`src/pkg/dipd_pkg.sv`:
```
// Package for the digital input pulse detector: register map, field
// positions, reset values, timing constants and the per-input config type.
// Assumes a 50 MHz system clock and a 32-bit APB register bus.
package dipd_pkg;

  // ****************************************
  // Register map (byte addresses)
  // ****************************************
  localparam int          ADDR_W         = 8;
  localparam logic [7:0]  CTRL_OFS       = 8'h00;
  localparam logic [7:0]  DEBOUNCE_OFS   = 8'h04;
  localparam logic [7:0]  LEVEL_OFS      = 8'h08;
  localparam logic [7:0]  COUNT_BASE_OFS = 8'h10;
  localparam int          WORD_BYTES     = 4;

  // ****************************************
  // Field positions and reset values
  // ****************************************
  localparam int          FIELD_W        = 8;
  localparam int          MODE_LSB       = 0;
  localparam int          POL_LSB        = 8;
  localparam int          ROUTE_LSB      = 16;
  localparam logic [31:0] CTRL_RST       = 32'h0000_0000;
  localparam int          DB_W           = 7;
  localparam logic [6:0]  DB_RST_MS      = 7'h0a;
  localparam logic [6:0]  DB_MIN_MS      = 7'h01;
  localparam logic [6:0]  DB_MAX_MS      = 7'h64;
  localparam int          COUNT_W        = 16;

  // ****************************************
  // Timing
  // ****************************************
  localparam int          CLK_PERIOD_NS  = 20;
  localparam int          MS_TICK_NS     = 1000000;
  localparam int          MS_TICK_CYCLES = MS_TICK_NS / CLK_PERIOD_NS;
  localparam int          MAX_INPUTS     = 8;

  // ****************************************
  // Per-input configuration
  // ****************************************
  typedef struct packed {
    logic transition_pulse_mode;
    logic inverting;
    logic to_counter;
  } dipd_cfg_t;

endpackage

```
`src/verilog/dipd_top.sv`:
```
// Digital input pulse detector: per-input synchroniser, shared debounce,
// edge-to-event logic, event routing and counters, APB register slave.
// Assumes contact closed drives the input pin high, and an APB master.
// Functional notes
// RQ1: Pulse mode gives one event per input pulse, on one edge only.
// RQ2: In transition pulse mode every debounced transition gives its own event.
// RQ3: Normal polarity in pulse mode counts the open-to-closed change.
// RQ4: Inverting polarity in pulse mode counts the closed-to-open change.
// RQ5: Transition pulse mode ignores the polarity setting.
// RQ6: A new level needs the debounce time, 1-100 ms and 10 ms at reset.
// RQ7: One debounce time serves all inputs, so writing it changes it for all.
// RQ8: Two standard plus four optional inputs share identical conditioning.
// RQ9: Each input's events go either to setpoints or to pulse counters.
// RQ10: Software should avoid very short debounce times; bounce adds events.
// RQ11: Synchronised inputs; a 1 ms tick times a debounce restarted on change.
//
// Design decisions made here: the register offsets and the APB interface to the registers.
module dipd_top #(
  parameter int NUM_INPUTS  = 6,
  parameter int TICK_CYCLES = dipd_pkg::MS_TICK_CYCLES
) (
  input  wire logic                   core_clk_in,
  input  wire logic                   rst_b_in,
  input  wire logic [NUM_INPUTS-1:0]  contact_in,
  input  wire logic                   psel_in,
  input  wire logic                   penable_in,
  input  wire logic                   pwrite_in,
  input  wire logic [7:0]             paddr_in,
  input  wire logic [31:0]            pwdata_in,
  output logic      [31:0]            prdata_out,
  output logic                        pready_out,
  output logic                        pslverr_out,
  output logic      [NUM_INPUTS-1:0]  level_out,
  output logic      [NUM_INPUTS-1:0]  setpoint_event_out,
  output logic      [NUM_INPUTS-1:0]  counter_event_out
);

  localparam int TICK_W = $clog2(TICK_CYCLES + 1);
  localparam int CW     = dipd_pkg::COUNT_W;

  // ****************************************
  // Parameter checks
  // ****************************************
  if (NUM_INPUTS < 2 || NUM_INPUTS > dipd_pkg::MAX_INPUTS) begin : g_bad_n
    $error("dipd_top: NUM_INPUTS must be 2 to 8");
  end
  if (TICK_CYCLES < 1) begin : g_bad_tick
    $error("dipd_top: TICK_CYCLES must be at least 1");
  end

  // ****************************************
  // Functions
  // ****************************************
  function automatic logic event_hit(input dipd_pkg::dipd_cfg_t c,
                                     input logic new_lvl);
    if (c.transition_pulse_mode) begin
      event_hit = 1'b1;
    end else begin
      event_hit = c.inverting ? !new_lvl : new_lvl;
    end
  endfunction

  function automatic logic db_legal(input logic [31:0] d);
    db_legal = (d <= 32'(dipd_pkg::DB_MAX_MS)) &&
               (d >= 32'(dipd_pkg::DB_MIN_MS));
  endfunction

  // ****************************************
  // Registers and per-input state
  // ****************************************
  logic [31:0]              ctrl_reg;
  logic [dipd_pkg::DB_W-1:0] db_reg;
  logic [TICK_W-1:0]        tick_cnt_reg;
  logic                     tick;
  logic [NUM_INPUTS-1:0]    s1_reg, s2_reg, s3_reg;
  logic [NUM_INPUTS-1:0]    syncd_reg, syncd_q_reg, lvl_reg;
  logic [dipd_pkg::DB_W-1:0] dbc_reg [NUM_INPUTS];
  logic [CW-1:0]            count_reg [NUM_INPUTS];
  logic [NUM_INPUTS-1:0]    sp_ev_reg, ct_ev_reg;
  dipd_pkg::dipd_cfg_t      cfg [NUM_INPUTS];
  logic [31:0]              prdata_reg;

  always_comb begin
    for (int i = 0; i < NUM_INPUTS; i++) begin
      cfg[i].transition_pulse_mode = ctrl_reg[dipd_pkg::MODE_LSB + i];
      cfg[i].inverting             = ctrl_reg[dipd_pkg::POL_LSB + i];
      cfg[i].to_counter            = ctrl_reg[dipd_pkg::ROUTE_LSB + i];
    end
  end

  // ****************************************
  // APB decode
  // ****************************************
  logic       setup, access, wr_en;
  logic       hit_ctrl, hit_db, hit_lvl, hit_cnt;
  logic [7:0] cnt_ofs;
  logic [2:0] cnt_idx;

  assign setup    = psel_in && !penable_in;
  assign access   = psel_in && penable_in;
  assign cnt_ofs  = paddr_in - dipd_pkg::COUNT_BASE_OFS;
  assign cnt_idx  = cnt_ofs[4:2];
  assign hit_ctrl = paddr_in == dipd_pkg::CTRL_OFS;
  assign hit_db   = paddr_in == dipd_pkg::DEBOUNCE_OFS;
  assign hit_lvl  = paddr_in == dipd_pkg::LEVEL_OFS;
  assign hit_cnt  = (paddr_in >= dipd_pkg::COUNT_BASE_OFS) &&
                    (cnt_ofs[1:0] == 2'h0) &&
                    (32'(cnt_ofs[7:2]) < NUM_INPUTS);
  // Zero wait states; an illegal debounce value is refused with an error
  assign pready_out  = 1'b1;
  assign pslverr_out = access &&
                       ((!hit_ctrl && !hit_db && !hit_lvl && !hit_cnt) ||
                        (pwrite_in && hit_db && !db_legal(pwdata_in)));
  assign wr_en       = access && pwrite_in && !pslverr_out;
  assign prdata_out  = prdata_reg;

  // Read data captured in setup so it comes from a flip-flop in access
  always_ff @(posedge core_clk_in or negedge rst_b_in) begin
    if (!rst_b_in) begin
      prdata_reg <= 32'h0000_0000;
    end else if (setup && !pwrite_in) begin
      prdata_reg <= 32'h0000_0000;
      if (hit_ctrl) begin
        prdata_reg <= ctrl_reg;
      end else if (hit_db) begin
        prdata_reg <= 32'(db_reg);
      end else if (hit_lvl) begin
        prdata_reg <= 32'(lvl_reg);
      end else if (hit_cnt) begin
        prdata_reg <= 32'(count_reg[cnt_idx]);
      end
    end
  end

  always_ff @(posedge core_clk_in or negedge rst_b_in) begin
    if (!rst_b_in) begin
      ctrl_reg <= dipd_pkg::CTRL_RST;
    end else if (wr_en && hit_ctrl) begin
      ctrl_reg <= pwdata_in;
    end
  end

  // Single shared value, so no input can drift from the others
  always_ff @(posedge core_clk_in or negedge rst_b_in) begin
    if (!rst_b_in) begin
      db_reg <= dipd_pkg::DB_RST_MS;
    end else if (wr_en && hit_db) begin
      db_reg <= pwdata_in[dipd_pkg::DB_W-1:0]; // RQ7
    end
  end

  // ****************************************
  // Millisecond tick
  // ****************************************
  assign tick = tick_cnt_reg == TICK_W'(TICK_CYCLES - 1);

  always_ff @(posedge core_clk_in or negedge rst_b_in) begin
    if (!rst_b_in) begin
      tick_cnt_reg <= '0;
    end else if (tick) begin
      tick_cnt_reg <= '0;
    end else begin
      tick_cnt_reg <= tick_cnt_reg + TICK_W'(1);
    end
  end

  // ****************************************
  // Synchroniser: level taken once stages two and three agree
  // ****************************************
  always_ff @(posedge core_clk_in or negedge rst_b_in) begin
    if (!rst_b_in) begin
      s1_reg      <= '0;
      s2_reg      <= '0;
      s3_reg      <= '0;
      syncd_reg   <= '0;
      syncd_q_reg <= '0;
    end else begin
      s1_reg      <= contact_in; // RQ11
      s2_reg      <= s1_reg;
      s3_reg      <= s2_reg;
      syncd_q_reg <= syncd_reg;
      for (int i = 0; i < NUM_INPUTS; i++) begin
        if (s2_reg[i] == s3_reg[i]) begin
          syncd_reg[i] <= s3_reg[i];
        end
      end
    end
  end

  // ****************************************
  // Debounce and event generation, same logic for every input
  // ****************************************
  // Tick phase is free running, so the hold time is between db-1 and db ms
  always_ff @(posedge core_clk_in or negedge rst_b_in) begin
    if (!rst_b_in) begin
      lvl_reg   <= '0;
      sp_ev_reg <= '0;
      ct_ev_reg <= '0;
      for (int i = 0; i < NUM_INPUTS; i++) begin
        dbc_reg[i] <= '0;
      end
    end else begin
      sp_ev_reg <= '0;
      ct_ev_reg <= '0;
      for (int i = 0; i < NUM_INPUTS; i++) begin // RQ8
        if (syncd_reg[i] != syncd_q_reg[i] || syncd_reg[i] == lvl_reg[i]) begin
          dbc_reg[i] <= '0; // RQ11
        end else if (tick) begin
          if (dbc_reg[i] + 7'h01 >= db_reg) begin
            dbc_reg[i] <= '0;
            lvl_reg[i] <= syncd_reg[i]; // RQ6
            if (event_hit(cfg[i], syncd_reg[i])) begin // RQ1 RQ2 RQ3 RQ4 RQ5
              sp_ev_reg[i] <= !cfg[i].to_counter; // RQ9
              ct_ev_reg[i] <= cfg[i].to_counter;
            end
          end else begin
            dbc_reg[i] <= dbc_reg[i] + 7'h01;
          end
        end
      end
    end
  end

  assign level_out          = lvl_reg;
  assign setpoint_event_out = sp_ev_reg;
  assign counter_event_out  = ct_ev_reg;

  // ****************************************
  // Pulse counters; a pulse in a clearing write's cycle still counts, leaving 1
  // ****************************************
  always_ff @(posedge core_clk_in or negedge rst_b_in) begin
    if (!rst_b_in) begin
      for (int i = 0; i < NUM_INPUTS; i++) begin
        count_reg[i] <= '0;
      end
    end else begin
      for (int i = 0; i < NUM_INPUTS; i++) begin
        if (wr_en && hit_cnt && 32'(cnt_idx) == i) begin
          count_reg[i] <= ct_ev_reg[i] ? CW'(1) : '0;
        end else if (ct_ev_reg[i]) begin
          count_reg[i] <= count_reg[i] + CW'(1); // RQ9
        end
      end
    end
  end

  // ****************************************
  // Assertions
  // ****************************************
  property p_db_write;
    @(posedge core_clk_in) disable iff (!rst_b_in)
      (wr_en && hit_db) |=> db_reg == $past(pwdata_in[dipd_pkg::DB_W-1:0]);
  endproperty
  a_db_write: assert property (p_db_write) // RQ7
    else $error("debounce value not taken on write");

  property p_db_range;
    @(posedge core_clk_in) disable iff (!rst_b_in)
      (db_reg >= dipd_pkg::DB_MIN_MS) && (db_reg <= dipd_pkg::DB_MAX_MS);
  endproperty
  a_db_range: assert property (p_db_range) // RQ6
    else $error("debounce value out of range");

  for (genvar g = 0; g < NUM_INPUTS; g++) begin : g_chk
    property p_accept_after_hold;
      @(posedge core_clk_in) disable iff (!rst_b_in)
        $changed(lvl_reg[g]) |->
          $past(tick) && ($past(dbc_reg[g]) + 7'h01 >= $past(db_reg));
    endproperty
    a_accept_after_hold: assert property (p_accept_after_hold) // RQ6
      else $error("level accepted before debounce time");

    property p_restart;
      @(posedge core_clk_in) disable iff (!rst_b_in)
        (syncd_reg[g] != syncd_q_reg[g]) |=> dbc_reg[g] == 7'h00;
    endproperty
    a_restart: assert property (p_restart) // RQ11
      else $error("debounce count not restarted on change");

    property p_normal_rise;
      @(posedge core_clk_in) disable iff (!rst_b_in)
        ((sp_ev_reg[g] || ct_ev_reg[g]) &&
         !$past(cfg[g].transition_pulse_mode) &&
         !$past(cfg[g].inverting)) |->
          lvl_reg[g] && !$past(lvl_reg[g]);
    endproperty
    a_normal_rise: assert property (p_normal_rise) // RQ3
      else $error("normal polarity event not on closing edge");

    property p_invert_fall;
      @(posedge core_clk_in) disable iff (!rst_b_in)
        ((sp_ev_reg[g] || ct_ev_reg[g]) &&
         !$past(cfg[g].transition_pulse_mode) &&
         $past(cfg[g].inverting)) |->
          !lvl_reg[g] && $past(lvl_reg[g]);
    endproperty
    a_invert_fall: assert property (p_invert_fall) // RQ4
      else $error("inverting polarity event not on opening edge");

    property p_transition_all;
      @(posedge core_clk_in) disable iff (!rst_b_in)
        ($changed(lvl_reg[g]) && $past(cfg[g].transition_pulse_mode)) |->
          (sp_ev_reg[g] || ct_ev_reg[g]);
    endproperty
    a_transition_all: assert property (p_transition_all) // RQ2
      else $error("transition lost in transition pulse mode");

    property p_one_per_edge;
      @(posedge core_clk_in) disable iff (!rst_b_in)
        (sp_ev_reg[g] || ct_ev_reg[g]) |=> !(sp_ev_reg[g] || ct_ev_reg[g]);
    endproperty
    a_one_per_edge: assert property (p_one_per_edge) // RQ1
      else $error("event longer than one cycle");

    property p_route;
      @(posedge core_clk_in) disable iff (!rst_b_in)
        (sp_ev_reg[g] || ct_ev_reg[g]) |->
          (sp_ev_reg[g] != ct_ev_reg[g]) &&
          (ct_ev_reg[g] == $past(cfg[g].to_counter));
    endproperty
    a_route: assert property (p_route) // RQ9
      else $error("event routed to the wrong consumer");
  end

endmodule // dipd_top

```
`config.mk`:
```
export PLATFORM = sky130hd
export DESIGN_NAME = dipd_top
export DESIGN_NICKNAME = d
export VERILOG_FILES = /design/src/pkg/dipd_pkg.sv /design/src/verilog/dipd_top.sv
export SDC_FILE = /design/constraint.sdc
export NUM_CORES = 1
export LEC_CHECK = 0
export ABC_CLOCK_PERIOD_IN_PS = 3600
export BUFFER_PORTS_ARGS = -buffer_cell sky130_fd_sc_hd__buf_2
export CAP_MARGIN = 25
export CORE_UTILIZATION = 61
export CTS_CLUSTER_DIAMETER = 80
export CTS_CLUSTER_SIZE = 30
export DETAILED_ROUTE_END_ITERATION = 10
export HOLD_SLACK_MARGIN = 0.06
export PLACE_DENSITY = 0.85
export SLEW_MARGIN = 20
export SYNTH_ARGS = -nofsm -noshare
export SYNTH_HDL_FRONTEND = slang
export SYNTH_SLANG_ARGS = --single-unit
```
`constraint.sdc`:
```
create_clock -name core_clk_in -period 3.6 [get_ports core_clk_in]
set_input_delay 0.54 -clock core_clk_in [delete_from_list [all_inputs] [get_ports core_clk_in]]
set_output_delay 0.54 -clock core_clk_in [all_outputs]
set_load 0.01 [all_outputs]
```
==> results of run 1 <==
## worst max path at each step
stage | start | end | slack, ps
2_1_floorplan | paddr_in[4] | pslverr_out | 520
3_3_place_gp | paddr_in[4] | ctrl_reg[31]$_DFFE_PN0P_ | 560
3_5_place_dp | paddr_in[4] | ctrl_reg[31]$_DFFE_PN0P_ | 530
4_1_cts | paddr_in[4] | pslverr_out | 700
5_1_grt | dbc_reg[21]$_DFFE_PN0P_ | dbc_reg[27]$_DFFE_PN0P_ | 320
6_report | dbc_reg[21]$_DFFE_PN0P_ | dbc_reg[27]$_DFFE_PN0P_ | 580
## what timing repair did
item                      4_1_cts  5_1_grt
hold endpoints to repair       27        0
resized for setup               0        0
hold buffers                    1        0
## per-stage QoR
step                      utilization (%)  total power, uW  setup WS (ps)  std cells  instance area (um2)
after floorplan                         -             3470            524       1405                14300
after global placement               66.2             3660            558       1785                15100
after detailed placement             66.2             3670            534       1785                15100
after CTS                            68.6             5700            695       1812                15700
after global routing                 68.6             5860            321       1812                15700
final                                68.6             5670            581       1812                15700
## power by group through the flow
stage / combinational (uW) / clock [uW] / sequential (uW)
after CTS: 392 / 2090 / 3230
after floorplan: 205 / 0 / 3260
after global routing: 437 / 2180 / 3240
after detailed placement: 389 / 0 / 3280
after global placement: 380 / 0 / 3280
final: 392 / 2050 / 3230
## kinds of logic (layout without fill, tap and decap cells)
group / Yosys count / in the layout / share of synthesized area [%]
buf+inv: 78 / 172 / 2.48
xor+xnor: 137 / 137 / 8.39
mux: 89 / 89 / 7.07
fa+ha+maj: 63 / 63 / 5.41
flops: 273 / 273 / 47.8
other cells: 1 / 1 / 0.0262
simple gates: 536 / 536 / 18.9
compound gates: 228 / 228 / 9.96
## critical path, delay by kind of cell, from the launching register on
kind                     cells  cell delay (ps)
XOR/XNOR                     1              260
adder cells (fa/ha/maj)      2              620
AO/OA/AOI/OAI                2              810
AND/OR/NAND/NOR              4              780
flip-flops                   1              480
## Yosys cell counts (all sizes together), types with 10 or more instances
| master | count | share of area, % |
|---|---|---|
| a21oi | 69 | 2.4 |
| a22o | 12 | 0.73 |
| a22oi | 15 | 0.79 |
| a31oi | 12 | 0.52 |
| a32oi | 10 | 0.61 |
| and3 | 26 | 1.1 |
| and4 | 14 | 0.86 |
| buf | 22 | 1.0 |
| clkbuf | 31 | 0.81 |
| dfrtp | 271 | 47 |
| ha | 57 | 5.0 |
| inv | 25 | 0.66 |
| mux2 | 36 | 3.4 |
| mux2i | 53 | 3.7 |
| nand2 | 120 | 3.2 |
| nand3 | 93 | 3.3 |
| nand4 | 34 | 1.5 |
| nor2 | 160 | 4.4 |
| nor2b | 15 | 0.66 |
| nor3 | 18 | 0.66 |
| nor4 | 11 | 0.78 |
| o21ai | 64 | 2.2 |
| or3 | 11 | 0.52 |
| xnor2 | 58 | 3.6 |
| xor2 | 79 | 4.8 |
## cell type report
type                            instances  area (um2)  area share, %
Clock buffer                           16         389           2.48
Clock inverter                         10         145          0.926
Timing Repair Buffer                  121         706           4.50
Sequential cell                       273        6830           43.6
Tap cell                              313         392           2.50
Multi-Input combinational cell       1054        7110           45.4
Inverter                               25        93.8          0.599
## cells in the final DEF (no fill, tap or decap), types with 5 or more instances in the layout
cell type / netlist / layout
a2111oi_0: 6 / 6
a221oi_1: 5 / 5
a22o_1: 12 / 12
a31oi_1: 12 / 12
nand3_1: 92 / 92
mux2_4: 20 / 20
nor2b_1: 15 / 15
clkbuf_16: 0 / 15
xor2_1: 79 / 79
nor3_1: 17 / 17
inv_1: 25 / 25
maj3_1: 6 / 6
nor4_1: 7 / 7
mux2_2: 14 / 14
o22ai_1: 7 / 7
and3_1: 26 / 26
nand2_1: 119 / 119
and4_1: 14 / 14
buf_4: 1 / 16
o21ai_0: 64 / 64
a21oi_1: 69 / 69
nand4_1: 33 / 33
or4_1: 6 / 6
or3_1: 10 / 10
buf_2: 14 / 100
xnor2_1: 58 / 58
a22oi_1: 15 / 15
and2_1: 6 / 6
nor2_1: 156 / 156
o31ai_1: 7 / 7
ha_1: 57 / 57
a32oi_1: 10 / 10
mux2i_1: 53 / 53
dfrtp_1: 271 / 271
## layer usage
| metal | up-vias | routed length, um |
|---|---|---|
| li1 | 5191 | - |
| met1 | 5482 | 14800 |
| met3 | 91 | 3000 |
| met5 | - | 29 |
| met4 | 4 | 1480 |
| met2 | 511 | 15700 |
==> flow_metrics.py, run 1 <==
metrics = {
    "grt": {
        "grt.total_usage_pct": 30.0,
        "grt_pass1_wl_mm": 56.8,
        "grt_max_degree": 91,
        "busiest_layer": "met2",
        "grtUsageMet1_pct": 42.6,
        "grtUsageMet3_pct": 4.57,
        "antenna_found_initial": 2,
        "grt_overflow": 0,
        "grt_pass1_vias": 10700,
        "met2_usage_pct": 46.6,
    },
    "timing": {
        "hold_viol_final": 0,
        "grt_setup_unrepaired": "false",
        "relSlewSlack_pct": 35.1,
        "post-route-period-util_pct": 83.9,
        "tightest_slew_ps": 973,
        "min_period_ps": 3020,
        "skew_ps": 40.6,
        "whs_ps": 120,
        "finalSetupTns_ps": 0,
        "slew_violations": 0,
        "setup-violations-final": 0,
        "fmax_mhz": 331,
    },
    "hold_path": {
        "hold_depth": 1,
        "hold_class": "primary input to register",
        "hp-start": "contact_in[1]",
        "min_to": "s1_reg[1]$_DFF_PN0_",
    },
    "layout": {
        "area_delta_synth_final_pct": 9.59,
        "largest_register_ffs": 96,
        "nNetsFinal": 1598,
        "drive_gt1_share_pct": 13.5,
        "fillers": 1727,
        "antenna_cells": 0,
    },
    "power_and_ir_drop": {
        "p_sw_share_pct": 25.9,
        "seq_power_share_pct": 56.9,
        "power.net_switching_uw": 1470,
        "p_leak_uw": 0.00685,
        "clock_power_share_pct": 36.2,
        "peakVddDrop_mv": 0.444,
        "power_density_nw_per_um2": 362,
        "combPwrFrac_pct": 6.9,
        "p_int_uw": 4200,
    },
    "logic_synthesis": {
        "synth_cell_type_count": 71,
        "async_flop_share_pct": 100,
        "synth_nets": 1513,
        "avgSynthCellArea_um2": 10.2,
        "yosysSeqAreaShare_pct": 47.8,
        "ys_seq_elements": 273,
        "synthCells": 1405,
        "synth_edf_count": 0,
        "netlist_area_um2": 14300,
        "synth_warnings": 0,
        "yosys_most_used_dff": "dfrtp_1",
    },
    "floorplan": {
        "ios": 103,
        "num_rows": 55,
        "core_um2": 22800,
        "die_h_um": 155,
        "die_w_um": 155,
        "start_util_pct": 62.6,
        "dieArea_um2": 24100,
    },
    "setup_path": {
        "crit_chain": "ha_1, and3_1, nand3_1, xnor2_1, ha_1, and4_1, a221oi_1, nand3_1, a21oi_1",
        "regToRegStartpoint": "dbc_reg[21]$_DFFE_PN0P_",
        "path_class": "register to register",
        "worst_r2r_endpoint": "dbc_reg[27]$_DFFE_PN0P_",
        "crit_slowest_cell": "a221oi_1",
        "cp.arrival_ps": 3450,
        "reg2reg_setup_slack_ps": 580,
        "rr_worst_depth": 9,
        "cp_max_fo": 6,
        "start_kind": "register",
        "cp-end-kind": "register",
        "cp_slowest_stage_delay_ps": 620,
        "required_ps": 4040,
    },
    "cts": {
        "cts.sinks": 273,
        "cts_setup_buffers": 0,
        "cts_htree_levels": 1,
        "tritoncts": "built",
        "cts-root-buf": "clkbuf_16",
        "cts_buffer_depth": 3,
        "clkLatencyLatePin_ps": 530,
        "clkTransAtPathRegs_ps": 110,
        "cts-buffers-inserted": 15,
    },
    "routing": {
        "wire_per_inst_um": 19.3,
        "drt_drc_violations_left": 0,
        "drtIter0Drc": 994,
        "vias": 11300,
        "viasPerCell": 6.22,
        "drt_wl_total_mm": 35.0,
        "drtPass1Iterations": 5,
        "ant_nets": 0,
    },
    "placed_design": {
        "io_buffers": 101,
        "hpwl_mm": 25.3,
        "place.gp.congestion": 0.923,
    },
    "run_status": {
        "status": "complete, no violations",
    },
    "flow_run": {
        "drv_cap": 0,
    },
}
Note: power is estimated with default switching activity, not from simulation.
==> run 2, diff against run 1 <==
--- a/config.mk
+++ b/config.mk
@@ -5,7 +5,7 @@
 export SDC_FILE = /design/constraint.sdc
 export NUM_CORES = 1
 export LEC_CHECK = 0
-export ABC_CLOCK_PERIOD_IN_PS = 3600
+export ABC_CLOCK_PERIOD_IN_PS = 2900
 export BUFFER_PORTS_ARGS = -buffer_cell sky130_fd_sc_hd__buf_2
 export CAP_MARGIN = 25
 export CORE_UTILIZATION = 61
==> constraint.sdc (replaced) <==
create_clock -name core_clk_in -period 2.9 [get_ports core_clk_in]
set_input_delay 0.435 -clock core_clk_in [delete_from_list [all_inputs] [get_ports core_clk_in]]
set_output_delay 0.435 -clock core_clk_in [all_outputs]
set_load 0.01 [all_outputs]
==> flow_metrics.py, run 2 (synthesis gave the netlist of run 1 again) <==
metrics = {
    "routing": {
        "vias": 11400,
        "viasPerCell": 6.21,
        "dr_wl_met3_mm": 2.54,
        "wire_per_inst_um": 19.8,
        "ant_nets": 0,
        "drt_drc_violations_left": 0,
        "m1WireLength_mm": 15.5,
        "drtIter0Drc": 1204,
        "drtPass1Iterations": 6,
        "drt_wl_total_mm": 36.4,
        "route.met2.wl_mm": 17.0,
        "top_layer": "met5",
    },
    "grt": {
        "grt.total_usage_pct": 31.1,
        "grt_overflow": 0,
        "grt_pass1_vias": 10900,
        "antenna_found_initial": 3,
        "grt_max_degree": 72,
        "grt_pass1_wl_mm": 58.8,
    },
    "placed_design": {
        "place.gp.congestion": 0.934,
        "hpwl_mm": 26.5,
        "io_buffers": 101,
        "dpl_worst_slack_ps": 167,
        "place_area_um2": 15300,
    },
    "run_status": {
        "status": "complete, no violations",
    },
    "timing": {
        "min_period_ps": 2730,
        "tightest_slew_ps": 1010,
        "hold_viol_final": 0,
        "fmax_mhz": 366,
        "setup-violations-final": 0,
        "skew_ps": 25.7,
        "finalSetupTns_ps": 0,
        "relSlewSlack_pct": 32.3,
        "fin_ws_ps": 169,
        "whs_ps": 169,
        "slew_violations": 0,
        "grt_setup_unrepaired": "false",
        "post-route-period-util_pct": 94.2,
    },
    "floorplan": {
        "ios": 103,
        "dieArea_um2": 24100,
        "core_um2": 22800,
        "die_h_um": 155,
        "start_util_pct": 62.6,
        "die_w_um": 155,
        "num_rows": 55,
    },
    "layout": {
        "final_cell_mix": "dfrtp_1 (271), nor2_1 (156), nand2_1 (119), buf_2 (100), nand3_1 (92)",
        "area_delta_synth_final_pct": 11.1,
        "drive_gt1_share_pct": 14.5,
        "fillers": 1701,
        "final_common_cell": "dfrtp_1",
        "nNetsFinal": 1622,
        "largest_register_ffs": 96,
        "fin_area_um2": 15900,
    },
    "setup_path": {
        "required_ps": 3340,
        "rr_worst_depth": 9,
        "path_class": "register to register",
        "setup.worst_path.end": "dbc_reg[21]$_DFFE_PN0P_",
        "cp.arrival_ps": 3170,
        "crit_path_start": "dbc_reg[21]$_DFFE_PN0P_",
        "cp-end-kind": "register",
        "regToRegStartpoint": "dbc_reg[21]$_DFFE_PN0P_",
        "worst_r2r_endpoint": "dbc_reg[21]$_DFFE_PN0P_",
        "cp_max_fo": 6,
        "reg2reg_setup_slack_ps": 170,
        "start_kind": "register",
    },
    "hold_path": {
        "hold_class": "primary input to register",
    },
    "power_and_ir_drop": {
        "power_density_nw_per_um2": 435,
        "p_leak_uw": 0.00695,
        "peakVddDrop_mv": 0.478,
    },
    "cts": {
        "clkTransAtPathRegs_ps": 110,
        "tritoncts": "built",
        "cts.sinks": 273,
        "cts-buffers-inserted": 15,
        "cts-root-buf": "clkbuf_16",
        "cts_htree_levels": 1,
        "clkLatencyLatePin_ps": 500,
        "cts_buffer_depth": 3,
    },
    "flow_run": {
        "drv_cap": 0,
    },
}
## run 2: cell count changes in the layout (fill, tap and decap cells not counted), sizes merged
| cell | change |
|---|---|
| buf | +18 |
| bufinv | -1 |
| clkbuf | +1 |
| clkinv | -1 |
| clkinvlp | -1 |
| diode | +2 |
| dlygate4sd3 | +6 |
| inv | +1 |
## run 2: through the flow
step	total power (uW)	std cells	utilization (%)
floorplan	4310	1405	-
global placement	4560	1803	67.0
detailed placement	4580	1803	67.0
CTS	6950	1835	69.5
global route	7160	1837	69.6
finish	6910	1837	69.6
## run 2: power breakdown
part / switching (uW) / internal [uW]
Clock: 1360 / 1040
Combinational: 323 / 186
Sequential: 111 / 3900
## run 2: how the worst min path moves through the flow
| stage | start | to | slack (ps) | cells past startpoint |
|---|---|---|---|---|
| floorplan | rst_b_in | count_reg[0]$_DFFE_PN0P_ | 140 | 0 |
| global placement | s1_reg[4]$_DFF_PN0_ | s2_reg[4]$_DFF_PN0_ | 330 | 0 |
| detailed placement | s1_reg[5]$_DFF_PN0_ | s2_reg[5]$_DFF_PN0_ | 340 | 0 |
| CTS | pwdata_in[29] | ctrl_reg[29]$_DFFE_PN0P_ | 170 | 2 |
| global route | pwdata_in[15] | ctrl_reg[15]$_DFFE_PN0P_ | 160 | 2 |
| finish | pwdata_in[29] | ctrl_reg[29]$_DFFE_PN0P_ | 170 | 2 |
## run 2: timing repair
| action | CTS | global route |
|---|---|---|
| setup endpoints to repair | 0 | 4 |
| gates resized for setup | 0 | 4 |
| setup buffers | 0 | 0 |
| endpoints found under the hold margin | 62 | 0 |
| hold buffers | 7 | 0 |
## run 2: layout make-up
class                      count  area, um2  area share, %
tap                          313        392           2.46
clock inverter                 8        111          0.701
clock buffer                  17        383           2.41
inverter                      25       93.8          0.591
sequential                   273       6830           43.0
multi-input combinational   1054       7120           44.8
antenna                        2       5.00         0.0315
timing repair buffer         145        951           5.98
## run 2: worst max-delay path, cell delays in order, from the launching register on
cell     delay, ps
dfrtp_1        450
ha_2           250
and3_1         260
nand3_1        110
xnor2_1        210
ha_1           300
and4_1         220
a221o_1        390
or3_1          330
a21oi_1        140
## run 2: metal layers
layer,up-vias,track usage [%]
li1,5236,-
met1,5638,44.0
met2,444,49.2
met3,83,4.37
met4,2,11.2
met5,-,0
